$ cat src/include/wait_pkg.sv
`default_nettype none
package wait_pkg;
  localparam int unsigned CLK_MHZ = 40;
  localparam int unsigned WS_RETRY = 1;
  localparam int unsigned WS_BURST_WRITE = 1;
  localparam int unsigned WS_POSTED_WRITE = 1;
  localparam int unsigned WS_DELAYED_DONE = 2;
  localparam int unsigned WS_DELAYED_BURST_READ = 1;
  localparam int unsigned WS_MISALIGNED_MIN = 1;
  localparam int unsigned REG_READ_CLKS = 3;
  localparam int unsigned REG_WRITE_CLKS = 6;
  localparam int unsigned REG_RETRY_MAX = 2;
  localparam int unsigned CNT_W = 4;
  localparam int unsigned RETRY_W = 2;
  localparam int unsigned ALIGN_BITS = 4;
  typedef enum logic [2:0]
  {
    ACC_POSTED_WRITE,
    ACC_BURST_WRITE,
    ACC_DELAYED_DONE,
    ACC_DELAYED_BURST_READ,
    ACC_RETRY,
    ACC_REG_READ,
    ACC_REG_WRITE,
    ACC_BUS_ERROR
  } access_kind_t;
  typedef enum logic [1:0]
  {
    END_ACK,
    END_RETRY,
    END_ERROR
  } end_kind_t;
endpackage
`default_nettype wire

$ cat src/include/wait_if.sv
`timescale 1ns/10ps
`default_nettype none
interface wait_if;
  logic load;
  logic [wait_pkg::CNT_W-1:0] waits;
  logic done;
  modport ctrl
  (
    output load,
    output waits,
    input done
  );
  modport cnt
  (
    input load,
    input waits,
    output done
  );
endinterface
`default_nettype wire

$ cat src/logic/local_bus_slave_wait_states.sv
`timescale 1ns/10ps
`default_nettype none
// How it works
// - Retried cycles get exactly one wait state before the retry termination.
// - Burst writes get one wait state before acknowledge.
// - Posted single writes get one wait state before acknowledge.
// - Completing delayed single reads or writes gets two wait states.
// - Completing delayed burst reads gets one wait state on the first beat.
// - Integrated DMA mode cycles are not answered by this timing logic.
// - Register accesses are retried at most twice, then completed.
// - Register read acknowledge comes three clocks after the strobe, two waits.
// - Register write acknowledge comes six clocks after the strobe.
// - Misaligned burst accesses get at least one wait state.
module local_bus_slave_wait_states
(
  input wire logic core_clk,
  input wire logic rstn,
  input wire logic transfer_start_strobe_n,
  input wire logic addr_valid_strobe_n,
  input wire logic integrated_dma_mode,
  input wire logic [2:0] access_kind,
  input wire logic [wait_pkg::ALIGN_BITS-1:0] start_addr_low,
  input wire logic reg_ready,
  output logic transfer_ack_n,
  output logic sized_port_ack_n,
  output logic bus_error_n,
  output logic retry_n,
  output logic reg_retried
);
  logic rst_s1_r;
  logic rst_r;
  always_ff @(posedge core_clk or negedge rstn)
  begin
    if (!rstn)
    begin
      rst_s1_r <= 1'b0;
      rst_r <= 1'b0;
    end
    else
    begin
      rst_s1_r <= 1'b1;
      rst_r <= rst_s1_r;
    end
  end

  wait_if w ();
  wait_counter u_cnt
  (
    .clk(core_clk),
    .rst_n(rst_r),
    .w(w)
  );

  typedef enum logic [1:0]
  {
    ST_IDLE,
    ST_WAIT,
    ST_END
  } state_t;
  state_t state_r;
  state_t state_nxt;
  wait_pkg::end_kind_t end_r;
  wait_pkg::end_kind_t end_nxt;
  logic [wait_pkg::RETRY_W-1:0] retries_r;
  logic [wait_pkg::RETRY_W-1:0] retries_nxt;

  wait_pkg::access_kind_t kind;
  assign kind = wait_pkg::access_kind_t'(access_kind);
  wire ts_low = !transfer_start_strobe_n;
  wire as_low = !addr_valid_strobe_n;
  wire start = (ts_low || as_low) && !integrated_dma_mode;
  wire taken = (state_r == ST_IDLE) && start;
  wire misaligned = (start_addr_low != '0);
  wire is_posted = (kind == wait_pkg::ACC_POSTED_WRITE);
  wire is_burst_write = (kind == wait_pkg::ACC_BURST_WRITE);
  wire is_delayed = (kind == wait_pkg::ACC_DELAYED_DONE);
  wire is_burst_read = (kind == wait_pkg::ACC_DELAYED_BURST_READ);
  wire is_retry = (kind == wait_pkg::ACC_RETRY);
  wire is_reg_read = (kind == wait_pkg::ACC_REG_READ);
  wire is_reg_write = (kind == wait_pkg::ACC_REG_WRITE);
  wire is_error = (kind == wait_pkg::ACC_BUS_ERROR);
  wire is_burst = is_burst_write || is_burst_read;
  wire is_reg = is_reg_read || is_reg_write;
  wire retry_cap = (retries_r == wait_pkg::RETRY_W'(wait_pkg::REG_RETRY_MAX));
  wire reg_retry = is_reg && !reg_ready && !retry_cap;

  // Register timing counts from the strobe clock, so the waits are the clocks minus the strobe clock alone.
  wire [wait_pkg::CNT_W-1:0] retry_waits = wait_pkg::CNT_W'(wait_pkg::WS_RETRY);
  wire [wait_pkg::CNT_W-1:0] posted_waits = wait_pkg::CNT_W'(wait_pkg::WS_POSTED_WRITE);
  wire [wait_pkg::CNT_W-1:0] burst_write_waits = wait_pkg::CNT_W'(wait_pkg::WS_BURST_WRITE);
  wire [wait_pkg::CNT_W-1:0] delayed_waits = wait_pkg::CNT_W'(wait_pkg::WS_DELAYED_DONE);
  wire [wait_pkg::CNT_W-1:0] burst_read_waits = wait_pkg::CNT_W'(wait_pkg::WS_DELAYED_BURST_READ);
  wire [wait_pkg::CNT_W-1:0] reg_read_waits = wait_pkg::CNT_W'(wait_pkg::REG_READ_CLKS - 1);
  wire [wait_pkg::CNT_W-1:0] reg_write_waits = wait_pkg::CNT_W'(wait_pkg::REG_WRITE_CLKS - 1);
  wire [wait_pkg::CNT_W-1:0] misaligned_waits = wait_pkg::CNT_W'(wait_pkg::WS_MISALIGNED_MIN);
  // Bus error and plain retry terminations reuse the single retry wait.
  wire [wait_pkg::CNT_W-1:0] base_waits =
    is_posted ? posted_waits :
    is_burst_write ? burst_write_waits :
    is_delayed ? delayed_waits :
    is_burst_read ? burst_read_waits :
    is_reg_read ? reg_read_waits :
    is_reg_write ? reg_write_waits :
    retry_waits;
  wire [wait_pkg::CNT_W-1:0] picked_waits = reg_retry ? retry_waits : base_waits;
  wire too_few = is_burst && misaligned && (picked_waits < misaligned_waits);
  wire [wait_pkg::CNT_W-1:0] waits_sel = too_few ? misaligned_waits : picked_waits;
  // The counter loads the wait count less one because its terminal cycle is itself a wait.
  assign w.load = taken;
  assign w.waits = waits_sel - 1'b1;

  always_comb
  begin
    state_nxt = state_r;
    end_nxt = end_r;
    retries_nxt = retries_r;
    case (state_r)
      ST_IDLE:
      begin
        if (start)
        begin
          state_nxt = ST_WAIT;
          if (is_retry || reg_retry)
            end_nxt = wait_pkg::END_RETRY;
          else if (is_error)
            end_nxt = wait_pkg::END_ERROR;
          else
            end_nxt = wait_pkg::END_ACK;
          if (reg_retry)
            retries_nxt = retries_r + 1'b1;
          else if (is_reg)
            retries_nxt = '0;
        end
      end
      ST_WAIT:
        if (w.done)
          state_nxt = ST_END;
      ST_END:
        state_nxt = ST_IDLE;
      default:
        state_nxt = ST_IDLE;
    endcase
  end

  always_ff @(posedge core_clk or negedge rst_r)
  begin
    if (!rst_r)
    begin
      state_r <= ST_IDLE;
    end
    else
    begin
      state_r <= state_nxt;
    end
  end

  always_ff @(posedge core_clk or negedge rst_r)
  begin
    if (!rst_r)
    begin
      end_r <= wait_pkg::END_ACK;
    end
    else
    begin
      end_r <= end_nxt;
    end
  end

  always_ff @(posedge core_clk or negedge rst_r)
  begin
    if (!rst_r)
    begin
      retries_r <= '0;
    end
    else
    begin
      retries_r <= retries_nxt;
    end
  end

  // Outputs are registered so the pins never glitch during a wait.
  wire term_nxt = (state_r == ST_WAIT) && w.done;
  wire ack_nxt = term_nxt && (end_r == wait_pkg::END_ACK);
  wire error_nxt = term_nxt && (end_r == wait_pkg::END_ERROR);
  wire retry_nxt = term_nxt && (end_r == wait_pkg::END_RETRY);
  wire retried_nxt = (retries_r != '0);
  always_ff @(posedge core_clk or negedge rst_r)
  begin
    if (!rst_r)
    begin
      transfer_ack_n <= 1'b1;
    end
    else
    begin
      transfer_ack_n <= !ack_nxt;
    end
  end

  always_ff @(posedge core_clk or negedge rst_r)
  begin
    if (!rst_r)
    begin
      sized_port_ack_n <= 1'b1;
    end
    else
    begin
      sized_port_ack_n <= !ack_nxt;
    end
  end

  always_ff @(posedge core_clk or negedge rst_r)
  begin
    if (!rst_r)
    begin
      bus_error_n <= 1'b1;
    end
    else
    begin
      bus_error_n <= !error_nxt;
    end
  end

  always_ff @(posedge core_clk or negedge rst_r)
  begin
    if (!rst_r)
    begin
      retry_n <= 1'b1;
    end
    else
    begin
      retry_n <= !retry_nxt;
    end
  end

  always_ff @(posedge core_clk or negedge rst_r)
  begin
    if (!rst_r)
    begin
      reg_retried <= 1'b0;
    end
    else
    begin
      reg_retried <= retried_nxt;
    end
  end
endmodule
`default_nettype wire

$ cat src/logic/wait_counter.sv
`timescale 1ns/10ps
`default_nettype none
module wait_counter
(
  input wire logic clk,
  input wire logic rst_n,
  wait_if.cnt w
);
  logic [wait_pkg::CNT_W-1:0] cnt_r;
  logic busy_r;
  wire last = busy_r && (cnt_r == '0);
  assign w.done = last;
  always_ff @(posedge clk or negedge rst_n)
  begin
    if (!rst_n)
    begin
      cnt_r <= '0;
      busy_r <= 1'b0;
    end
    else if (w.load)
    begin
      cnt_r <= w.waits;
      busy_r <= 1'b1;
    end
    else if (last)
      busy_r <= 1'b0;
    else if (busy_r)
      cnt_r <= cnt_r - 1'b1;
  end
endmodule
`default_nettype wire

$ cat config.mk
export PLATFORM = sky130hd
export DESIGN_NAME = local_bus_slave_wait_states
export DESIGN_NICKNAME = d
export VERILOG_FILES = /design/src/include/wait_pkg.sv /design/src/include/wait_if.sv /design/src/logic/local_bus_slave_wait_states.sv /design/src/logic/wait_counter.sv
export SDC_FILE = /design/constraint.sdc
export NUM_CORES = 1
export LEC_CHECK = 0
export BUFFER_PORTS_ARGS = -buffer_cell sky130_fd_sc_hd__buf_2
export CORE_MARGIN = 1.5
export CORE_UTILIZATION = 55
export CTS_CLUSTER_DIAMETER = 40
export DETAILED_ROUTE_END_ITERATION = 16
export GPL_ROUTABILITY_DRIVEN = 1
export GPL_TIMING_DRIVEN = 0
export PLACE_DENSITY = 0.88
export SLEW_MARGIN = 20
export SYNTH_ARGS = -nofsm -noshare
export SYNTH_HDL_FRONTEND = slang
export SYNTH_SLANG_ARGS = --single-unit
$ cat constraint.sdc
create_clock -name core_clk -period 1.3 [get_ports core_clk]
set_input_delay 0.13 -clock core_clk [delete_from_list [all_inputs] [get_ports core_clk]]
set_output_delay 0.13 -clock core_clk [all_outputs]
set_load 0.05 [all_outputs]
==> results.tsv, run 1 <==
metric	value	unit
grt_pass1_vias	622	
finalInstanceArea	1090	sq um
crit_type	reg -> reg	
place_ws	-0.888	ns
outcome	finished with violations	
yosysWarnings	0	
ant_nets	0	
gp_congestion	0.760	
cap_violations	0	
root_buffer	clkbuf_4	
place_inst	102	
synthesis.nets	90	
ys_ff_latch	17	
cts_sinks	17	
netlist_area	847	sq um
coreArea	1370	sq um
fin_skew	0.00961	ns
nNetsFinal	116	
grt_setup_unrepaired	true	
power_frac_comb	47.9	%
ff2ff_path_depth	9	
finalSetupViolations	8	
crit_required	1.51	ns
drc_errors	0	
endpoint	u_cnt.cnt_r[2]	
avgSynthCellArea	11.4	sq um
grt_util_all_layers	20.3	%
initial_core_util	62.0	%
p_int	1360	uW
netlist_instances	74	
cellPowerDensity	2090	nW/um^2
power_switching_share	40.2	%
fin_cells	114	
relSlewSlack	60.6	%
routed_wl	1530	um
fill_cells	83	
holdCritPathClass	in -> reg	
cp-startpoint	retries_r[0]	
numPortBuffers	13	
cts_tree	yes	
cts_buffer_depth	2	
die_h	42.2	um
rr_startpoint	retries_r[0]	
antenna_found_initial	0	
r2r-end	u_cnt.cnt_r[2]	
finalCriticalPeriod	2.06	ns
final-max-slew-violation-count	0	
die_area	1780	sq um
yosysSeqAreaShare	50.7	%
grt_pass1_wl	2620	um
ys_types	34	
vias	649	
post_dp_cell_area	947	sq um
h-tree-depth	1	
finalWorstSetupSlack	-0.762	ns
grt_overflow	0	
dr.pass1.iters	4	
grt_max_degree	16	
multi_input_area	450	sq um
finalCritPeriodShare	159	%
end_kind	register	
routed_via_density	5.69	
startpoint_type	register	
cts_made_buffers	3	
syn2layout_area_growth	28.5	%
seq_area	432	sq um
io-pin-count	18	
p_sw	914	uW
synth_edf_count	0	
die_x	42.2	um
dp_hpwl	1020	um
rrSetupSlack	-0.76	ns
drive_above_1_share	48.5	%
violations	negative setup slack	
p_clk_share	13.2	%
critPathMaxFanout	4	
rows	13	
wl_per_cell	13.4	um
hold_viol_final	0	
clock_latency	0.31	ns
worst_ep_arrival_time	2.27	ns
dr.first_iter.drc_count	14	
clock.fmax	485	MHz
diodes	0	
synth_ff_type	dfrtp_1	
worst_slew_pin_slew	0.590	ns
clkTransAtPathRegs	0.11	ns
p_leak	0.000464	uW
p_seq_share	38.8	%
vdd.ir_drop.worst	1360	uV
async_flop_share	100	%
-- worst max-delay path: stages, from the launching register on --
cell and delay, ns:
dfrtp_1 0.42, inv_2 0.08, ha_4 0.13, nor2_2 0.05, o311ai_2 0.28, a21boi_2 0.22, ha_2 0.21, nand2_2 0.05
or3_1 0.30, a32oi_1 0.22
-- synthesized netlist by cell type, drive strengths merged (2+ instances only) --
cell / count / share of area, %
dfrtp: 14 / 41
dfstp: 3 / 9.3
ha: 3 / 4.4
inv: 3 / 1.3
mux2i: 2 / 2.4
nand2: 8 / 3.5
nand3: 2 / 1.2
nand3b: 3 / 2.7
nor2: 3 / 1.3
nor3: 2 / 1.2
o21ai: 7 / 4.1
o31a: 3 / 3.3
or3b: 3 / 3.4
-- cell families after synthesis --
| family | Yosys count | share of synthesized area (%) |
|---|---|---|
| other | 1 | 0.443 |
| AOI/OAI and AO/OA | 18 | 17.7 |
| adders and majority gates | 4 | 5.61 |
| buffers and inverters | 5 | 2.81 |
| xor gates and xnor gates | 1 | 1.03 |
| muxes | 3 | 3.69 |
| and+or+nand+nor | 25 | 18.0 |
| DFF | 17 | 50.7 |
-- sequential cells by signal, indices dropped and copies added, names as in the netlist, 2 cells and up --
signal       flops
state_r          2
end_r            2
retries_r        2
u_cnt.cnt_r      4
-- worst min path at each step --
| stage | slack, ns | depth (start not counted) | end | startpoint |
|---|---|---|---|---|
| floorplan | -0.17 | 0 | rst_r | rstn |
| global placement | -0.09 | 1 | rst_s1_r | rstn |
| detailed placement | -0.08 | 1 | rst_s1_r | rstn |
| CTS | 0.1 | 3 | end_r[0] | access_kind[2] |
| global route | 0.11 | 3 | end_r[0] | access_kind[2] |
| finish | 0.1 | 3 | end_r[0] | access_kind[2] |
-- power groups by stage --
stage / combinational, uW / sequential [uW] / clock (uW)
2_1_floorplan: 604 / 939 / 0
3_3_place_gp: 814 / 872 / 0
3_5_place_dp: 850 / 885 / 0
4_1_cts: 975 / 882 / 303
5_1_grt: 1200 / 913 / 325
6_report: 1090 / 883 / 301
-- layout by cell type, fill, tap and decap left out, drive strengths merged, types with 2 or more instances in the layout --
| cell | netlist | layout |
|---|---|---|
| nor3 | 2 | 2 |
| o21ai | 7 | 7 |
| nand3b | 3 | 3 |
| inv | 3 | 3 |
| dfstp | 3 | 3 |
| nand3 | 2 | 2 |
| nor2 | 3 | 3 |
| dfrtp | 14 | 14 |
| mux2i | 2 | 2 |
| clkbuf | 1 | 4 |
| o31a | 3 | 3 |
| nand2 | 8 | 8 |
| ha | 3 | 3 |
| buf | 1 | 21 |
| or3b | 3 | 3 |
-- layout make-up --
cell class              count  share of cell area, %
plain buffers               2                   1.15
multi-input cells          52                   41.4
clock inverters             1                  0.690
repair buffers             21                   12.3
flip-flops and latches     17                   39.7
inverters                   3                   1.03
well taps                  15                   1.72
clock buffers               3                   2.07
-- metal layers --
layer / track usage [%] / part of all wire [%]
met4: 11.3 / 3.6
met2: 33.8 / 47
met3: 5.60 / 5.2
met1: 23.2 / 44
met5: 0 / 0
-- per-stage QoR --
| step | hold slack [ns] | TNS [ns] | power (uW) | utilization (%) |
|---|---|---|---|---|
| floorplan | -0.166 | -1.47 | 1540 | - |
| global placement | -0.0850 | -2.38 | 1690 | 69.3 |
| detailed placement | -0.0819 | -2.62 | 1730 | 69.3 |
| CTS | 0.0993 | -1.85 | 2160 | 76.6 |
| global route | 0.111 | -2.85 | 2440 | 79.7 |
| finish | 0.0999 | -2.20 | 2270 | 79.7 |
-- timing repair --
item                       in CTS  in global routing
hold endpoints to repair        2                  0
buffers inserted                4                  4
hold buffers                    1                  0
resized for setup              12                  5
setup endpoints to repair       8                 10
pin swaps                       7                  2
(Power assumes the default switching activity.)
==> run 2, diff against run 1 <==
--- a/config.mk
+++ b/config.mk
@@ -15,2 +15,3 @@
 export PLACE_DENSITY = 0.88
+export RECOVER_POWER = 25
 export SLEW_MARGIN = 20
--- a/constraint.sdc
+++ b/constraint.sdc
@@ -3,2 +3,2 @@
 set_output_delay 0.13 -clock core_clk [all_outputs]
-set_load 0.05 [all_outputs]
+set_load 0.01 [all_outputs]
==> run 2 against run 1 <==
The flow still finishes with violations (negative setup slack). Sequential power barely moved. First-iteration DRC count did not move. Via count did not move. Clock power barely moved. Sequential share of layout area rose by 0.14 points. Final area fell by 0.34%. Utilization fell by 0.27 points. Largest cell class unchanged.
==> results.tsv, run 2 (synthesized netlist as in run 1, its figures left out) <==
metric	value	unit
routed_via_density	5.69	
wl_per_cell	13.4	um
post-route-util	79.4	%
dp_hpwl	1020	um
finalCritPeriodShare	159	%
layout_common_cells	12 x dfrtp_1, 12 x buf_2, 7 x nand2_1, 7 x buf_4, 4 x o21ai_1	
critPathMaxFanout	4	
syn2layout_area_growth	28.1	%
die_x	42.2	um
crit_required	1.51	ns
holdCritPathClass	in -> reg	
ant_nets	0	
clock_latency	0.31	ns
p_clk_share	13.9	%
finalInstanceArea	1080	sq um
nNetsFinal	116	
h-tree-depth	1	
setup_tns	-2.20	ns
grt_setup_unrepaired	true	
die_h	42.2	um
finalSetupViolations	8	
gp_congestion	0.760	
cts_made_buffers	3	
vdd.ir_drop.worst	1360	uV
p_sw	816	uW
power.total	2170	uW
clkTransAtPathRegs	0.11	ns
dr.first_iter.drc_count	14	
diodes	0	
numPortBuffers	13	
grt_overflow	0	
multi_input_area	450	sq um
p_int	1360	uW
p_leak	0.000459	uW
cts_buffer_depth	2	
root_buffer	clkbuf_4	
fill_cells	85	
io-pin-count	18	
power_switching_share	37.6	%
grt_max_degree	16	
rows	13	
worst_ep_arrival_time	2.27	ns
outcome	finished with violations	
final-max-slew-violation-count	0	
hold_viol_final	0	
drive_above_1_share	47.5	%
relSlewSlack	60.7	%
crit_type	reg -> reg	
initial_core_util	62.0	%
post_dp_cell_area	947	sq um
grt_util_all_layers	20.3	%
finalWorstSetupSlack	-0.762	ns
drc_errors	0	
cap_violations	0	
seq_area	432	sq um
largest_register_ffs	4	
grt_pass1_vias	622	
cts_sinks	17	
fin_skew	0.00956	ns
antenna_found_initial	0	
violations	negative setup slack	
routed_wl	1530	um
top_register	u_cnt.cnt_r	
vias	649	
cts_tree	yes	
clock.fmax	485	MHz
cellPowerDensity	2000	nW/um^2
worst_slew_pin_slew	0.590	ns
die_area	1780	sq um
dr.pass1.iters	4	
finalCriticalPeriod	2.06	ns
end_kind	register	
startpoint_type	register	
coreArea	1370	sq um
power_frac_comb	45.5	%
hold_slack	0.100	ns
grt_pass1_wl	2620	um
p_seq_share	40.7	%
[run 2: cell count changes in the layout (fill, tap and decap cells not counted)]
| cell | before | now |
|---|---|---|
| buf_4 | 8 | 7 |
| clkbuf_1 | 0 | 1 |
[run 2: final timing paths]
kind                                start  cells past startpoint  slack, ns        endpoint
min reg2reg                         rst_r                      0       0.25      state_r[1]
max reg2reg                  retries_r[0]                      9      -0.76  u_cnt.cnt_r[2]
min                        access_kind[2]                      3        0.1        end_r[0]
max                          retries_r[0]                      9      -0.76  u_cnt.cnt_r[2]
min in group asynchronous            rstn                      2       0.14           rst_r
max in group asynchronous           rst_r                      0       0.62  u_cnt.cnt_r[0]
[run 2: cell type report]
type | count | share of cell area (%)
multi-input cells | 52 | 41.5
clock inverters | 1 | 0.692
clock buffers | 3 | 2.08
plain buffers | 2 | 1.15
inverters | 3 | 1.04
repair buffers | 21 | 12.0
well taps | 15 | 1.73
flip-flops and latches | 17 | 39.8
[run 2: critical path, stage by stage, from the launching register on]
cell	delay, ns
dfrtp_1	0.42
inv_2	0.08
ha_4	0.13
nor2_2	0.05
o311ai_2	0.28
a21boi_2	0.22
ha_2	0.21
nand2_2	0.05
or3_1	0.30
a32oi_1	0.22
[run 2: power groups by stage]
stage	clock, uW	combinational, uW	sequential, uW
after floorplan	0	584	861
after global placement	0	716	872
after detailed placement	0	752	885
after CTS	303	873	882
after global routing	325	1100	913
final	301	987	883
[run 2: stage by stage]
stage | worst slack, ns | instances
floorplan | -0.647 | 74
global placement | -0.837 | 102
detailed placement | -0.888 | 102
CTS | -0.722 | 110
global route | -0.869 | 114
finish | -0.762 | 114
[run 2: layer usage]
metal | global-route usage [%] | wire (um)
met5 | 0 | 0
met4 | 11.3 | 55
met3 | 5.60 | 75
met2 | 33.8 | 724
met1 | 23.2 | 669
[run 2: what timing repair did]
item                                    in CTS  in global routing
hold buffers                                 1                  0
resized for setup                           11                  5
pin swaps                                    7                  2
endpoints found under the setup margin       7                 10
setup buffers                                4                  4
endpoints found under the hold margin        2                  0
==> run 3, diff against run 2 <==
Settings changed: ABC_AREA set to 1.
==> run 3 against run 2 <==
The run still ends with negative setup slack left. Hold slack improved by 0.027 ns. Critical path depth increased by 1. Sequential cell count unchanged. Routed wire length increased by 18%. Sequential share of layout area is 0.82 points lower. Worst setup slack gained 0.52 ns. Clock skew about the same. Via count rose by 12%. Clock power is 6% lower. Sequential power decreased by 6.2%. First-iteration DRC count rose by 14%. Critical path type unchanged.
==> results.tsv, run 3 <==
metric	value	unit
outcome	finished with violations	
violations	negative setup slack	
place_ws	-0.273	ns
wl_met1	723	um
cap_violations	0	
cts_tree	yes	
routed_wl	1800	um
drive_above_1_share	45.1	%
finalInstanceArea	1100	sq um
netlist_area	863	sq um
max_stage_delay	0.40	ns
netlist_top_cells_area	dfrtp_1 41%, dfstp_2 9.1%, nand2_1 7.8%	
diodes	0	
cp_cell_sequence	inv_2, ha_4, nor2_4, buf_6, buf_6, nor2_2, o21ai_2, nand2_1, nor2_2, nor2_1	
vias	726	
routed_via_density	5.26	
drc_errors	0	
synthesis.nets	112	
die_area	1820	sq um
grt_pass1_wl	3070	um
synth_edf_count	0	
cts_buffer_depth	2	
h-tree-depth	1	
dr.first_iter.drc_count	16	
synth_common_cells	18 x nand2_1, 14 x dfrtp_1, 11 x inv_1	
relSlewSlack	60.1	%
whs_path_depth	3	
largest_register_ffs	4	
grt_setup_unrepaired	true	
ys_types	23	
synth_most_common_cell	nand2_1	
async_flop_share	100	%
critPathMaxFanout	3	
grt_overflow	0	
worst_slew_pin_slew	0.599	ns
die_x	42.6	um
rrSetupSlack	-0.24	ns
initial_core_util	58.0	%
clkTransAtPathRegs	0.10	ns
p_leak	0.000540	uW
top_register	u_cnt.cnt_r	
hold_path_end	end_r[1]	
avgSynthCellArea	8.99	sq um
wl_met2	964	um
r2r-end	u_cnt.cnt_r[3]	
fin_skew	0.00940	ns
rows	14	
top_layer_used	met4	
ys_ff_latch	17	
cellPowerDensity	1930	nW/um^2
cts_sinks	17	
finalCritPeriodShare	118	%
grt_pass1_vias	698	
grt_max_degree	16	
ant_nets	0	
gp_congestion	0.777	
yosysWarnings	0	
critPathSlowestCell	dfrtp_1	
end_kind	register	
hp-start	access_kind[0]	
layout_common_cells	18 x nand2_1, 14 x dfrtp_1, 12 x buf_2	
finalCriticalPeriod	1.54	ns
finalWorstSetupSlack	-0.240	ns
root_buffer	clkbuf_4	
crit_required	1.48	ns
vdd.ir_drop.worst	1010	uV
wl_per_cell	13.1	um
final-max-slew-violation-count	0	
crit_type	reg -> reg	
coreArea	1490	sq um
finalSetupViolations	3	
clock.fmax	649	MHz
syn2layout_area_growth	27.5	%
synth_top_cell_area_share	40.6	%
io-pin-count	18	
power.total	2130	uW
grt_util_all_layers	23.7	%
antenna_found_initial	0	
die_h	42.6	um
nNetsFinal	139	
dr_wl_met3	86	um
yosysTopAreaCell	dfrtp_1	
final_common_cell	nand2_1	
yosysSeqAreaShare	49.7	%
dp_hpwl	1200	um
crit_family	simple AND/OR/NAND/NOR gates	
synth_ff_type	dfrtp_1	
cts_made_buffers	3	
post_dp_cell_area	976	sq um
holdCritPathClass	in -> reg	
crit_buf_inv	3	
dr.pass1.iters	4	
hold_viol_final	0	
startpoint_type	register	
numPortBuffers	13	
place_inst	125	
fin_cells	138	
worst_ep_arrival_time	1.72	ns
ff2ff_path_depth	10	
clock_latency	0.30	ns
netlist_instances	96	
rr_startpoint	retries_r[0]	
-- run 3: cell types whose count changed in the layout (fill, tap and decap cells not counted), moves of 3 or more --
cell / before / now
a21oi_1: 0 / 3
inv_1: 2 / 9
inv_2: 1 / 6
nand2_1: 7 / 18
nand2_2: 1 / 5
nand3_1: 1 / 6
nand3_2: 0 / 4
nor2_1: 2 / 5
nor2_2: 1 / 4
-- run 3: worst max path at each step --
stage / startpoint / end / slack, ns / depth (start not counted)
final: retries_r[0] / u_cnt.cnt_r[3] / -0.24 / 10
after global routing: state_r[1] / u_cnt.cnt_r[2] / -0.29 / 10
after CTS: state_r[1] / u_cnt.cnt_r[2] / -0.19 / 9
after detailed placement: retries_r[0] / u_cnt.cnt_r[2] / -0.27 / 10
after global placement: retries_r[0] / u_cnt.cnt_r[2] / -0.21 / 10
after floorplan: retries_r[0] / u_cnt.cnt_r[2] / -0.14 / 10
-- run 3: logic make-up (layout without fill, tap and decap cells) --
group	after synthesis	in the layout	synth area share [%]
flip-flops	17	17	49.7
AO/OA/AOI/OAI	8	8	5.36
adder cells (fa/ha/maj)	3	3	4.35
other	1	1	0.434
buffers and inverters	17	43	8.70
AND/OR/NAND/NOR	50	50	31.4
-- run 3: power by group --
| group | internal [uW] | switching [uW] | total (uW) |
|---|---|---|---|
| sequential | 702 | 126 | 828 |
| clock | 120 | 164 | 284 |
| combinational | 443 | 573 | 1020 |
-- run 3: layout make-up --
type / instances / area [sq um]
multi-input cells: 62 / 409
fillers: 104 / 388
plain buffers: 2 / 18.8
inverters: 15 / 56.3
repair buffers: 22 / 141
well taps: 16 / 20.0
clock buffers: 4 / 26.3
flip-flops and latches: 17 / 429
-- run 3: what timing repair did --
| item | CTS | global route |
|---|---|---|
| hold endpoints to repair | 2 | 0 |
| endpoints found under the setup margin | 3 | 4 |
| buffers inserted | 5 | 3 |
| pin swaps | 7 | 0 |
| hold buffers | 1 | 0 |
| resized for setup | 6 | 3 |
| cloned | 0 | 0 |
-- run 3: metrics by stage --
step           hold WS (ns)  TNS (ns)  util (%)
5_1_grt               0.146    -0.772      73.9
4_1_cts               0.128    -0.433      72.4
6_report              0.127    -0.608      73.9
3_5_place_dp        -0.0795    -0.508      65.5
2_1_floorplan        -0.166    -0.229         -
3_3_place_gp        -0.0858    -0.374      65.5
-- run 3: per-layer routing --
metal	GRT usage [%]	up-vias
met3	6.47	4
met2	39.1	29
li1	-	355
met5	0	-
met1	28.3	338
met4	11.3	0
-- run 3: worst min-delay path: cells and delay by family --
kind / cells / cell delay [ns]
simple gates: 1 / 0.08
compound gates: 1 / 0.07
buf+inv: 1 / 0.11
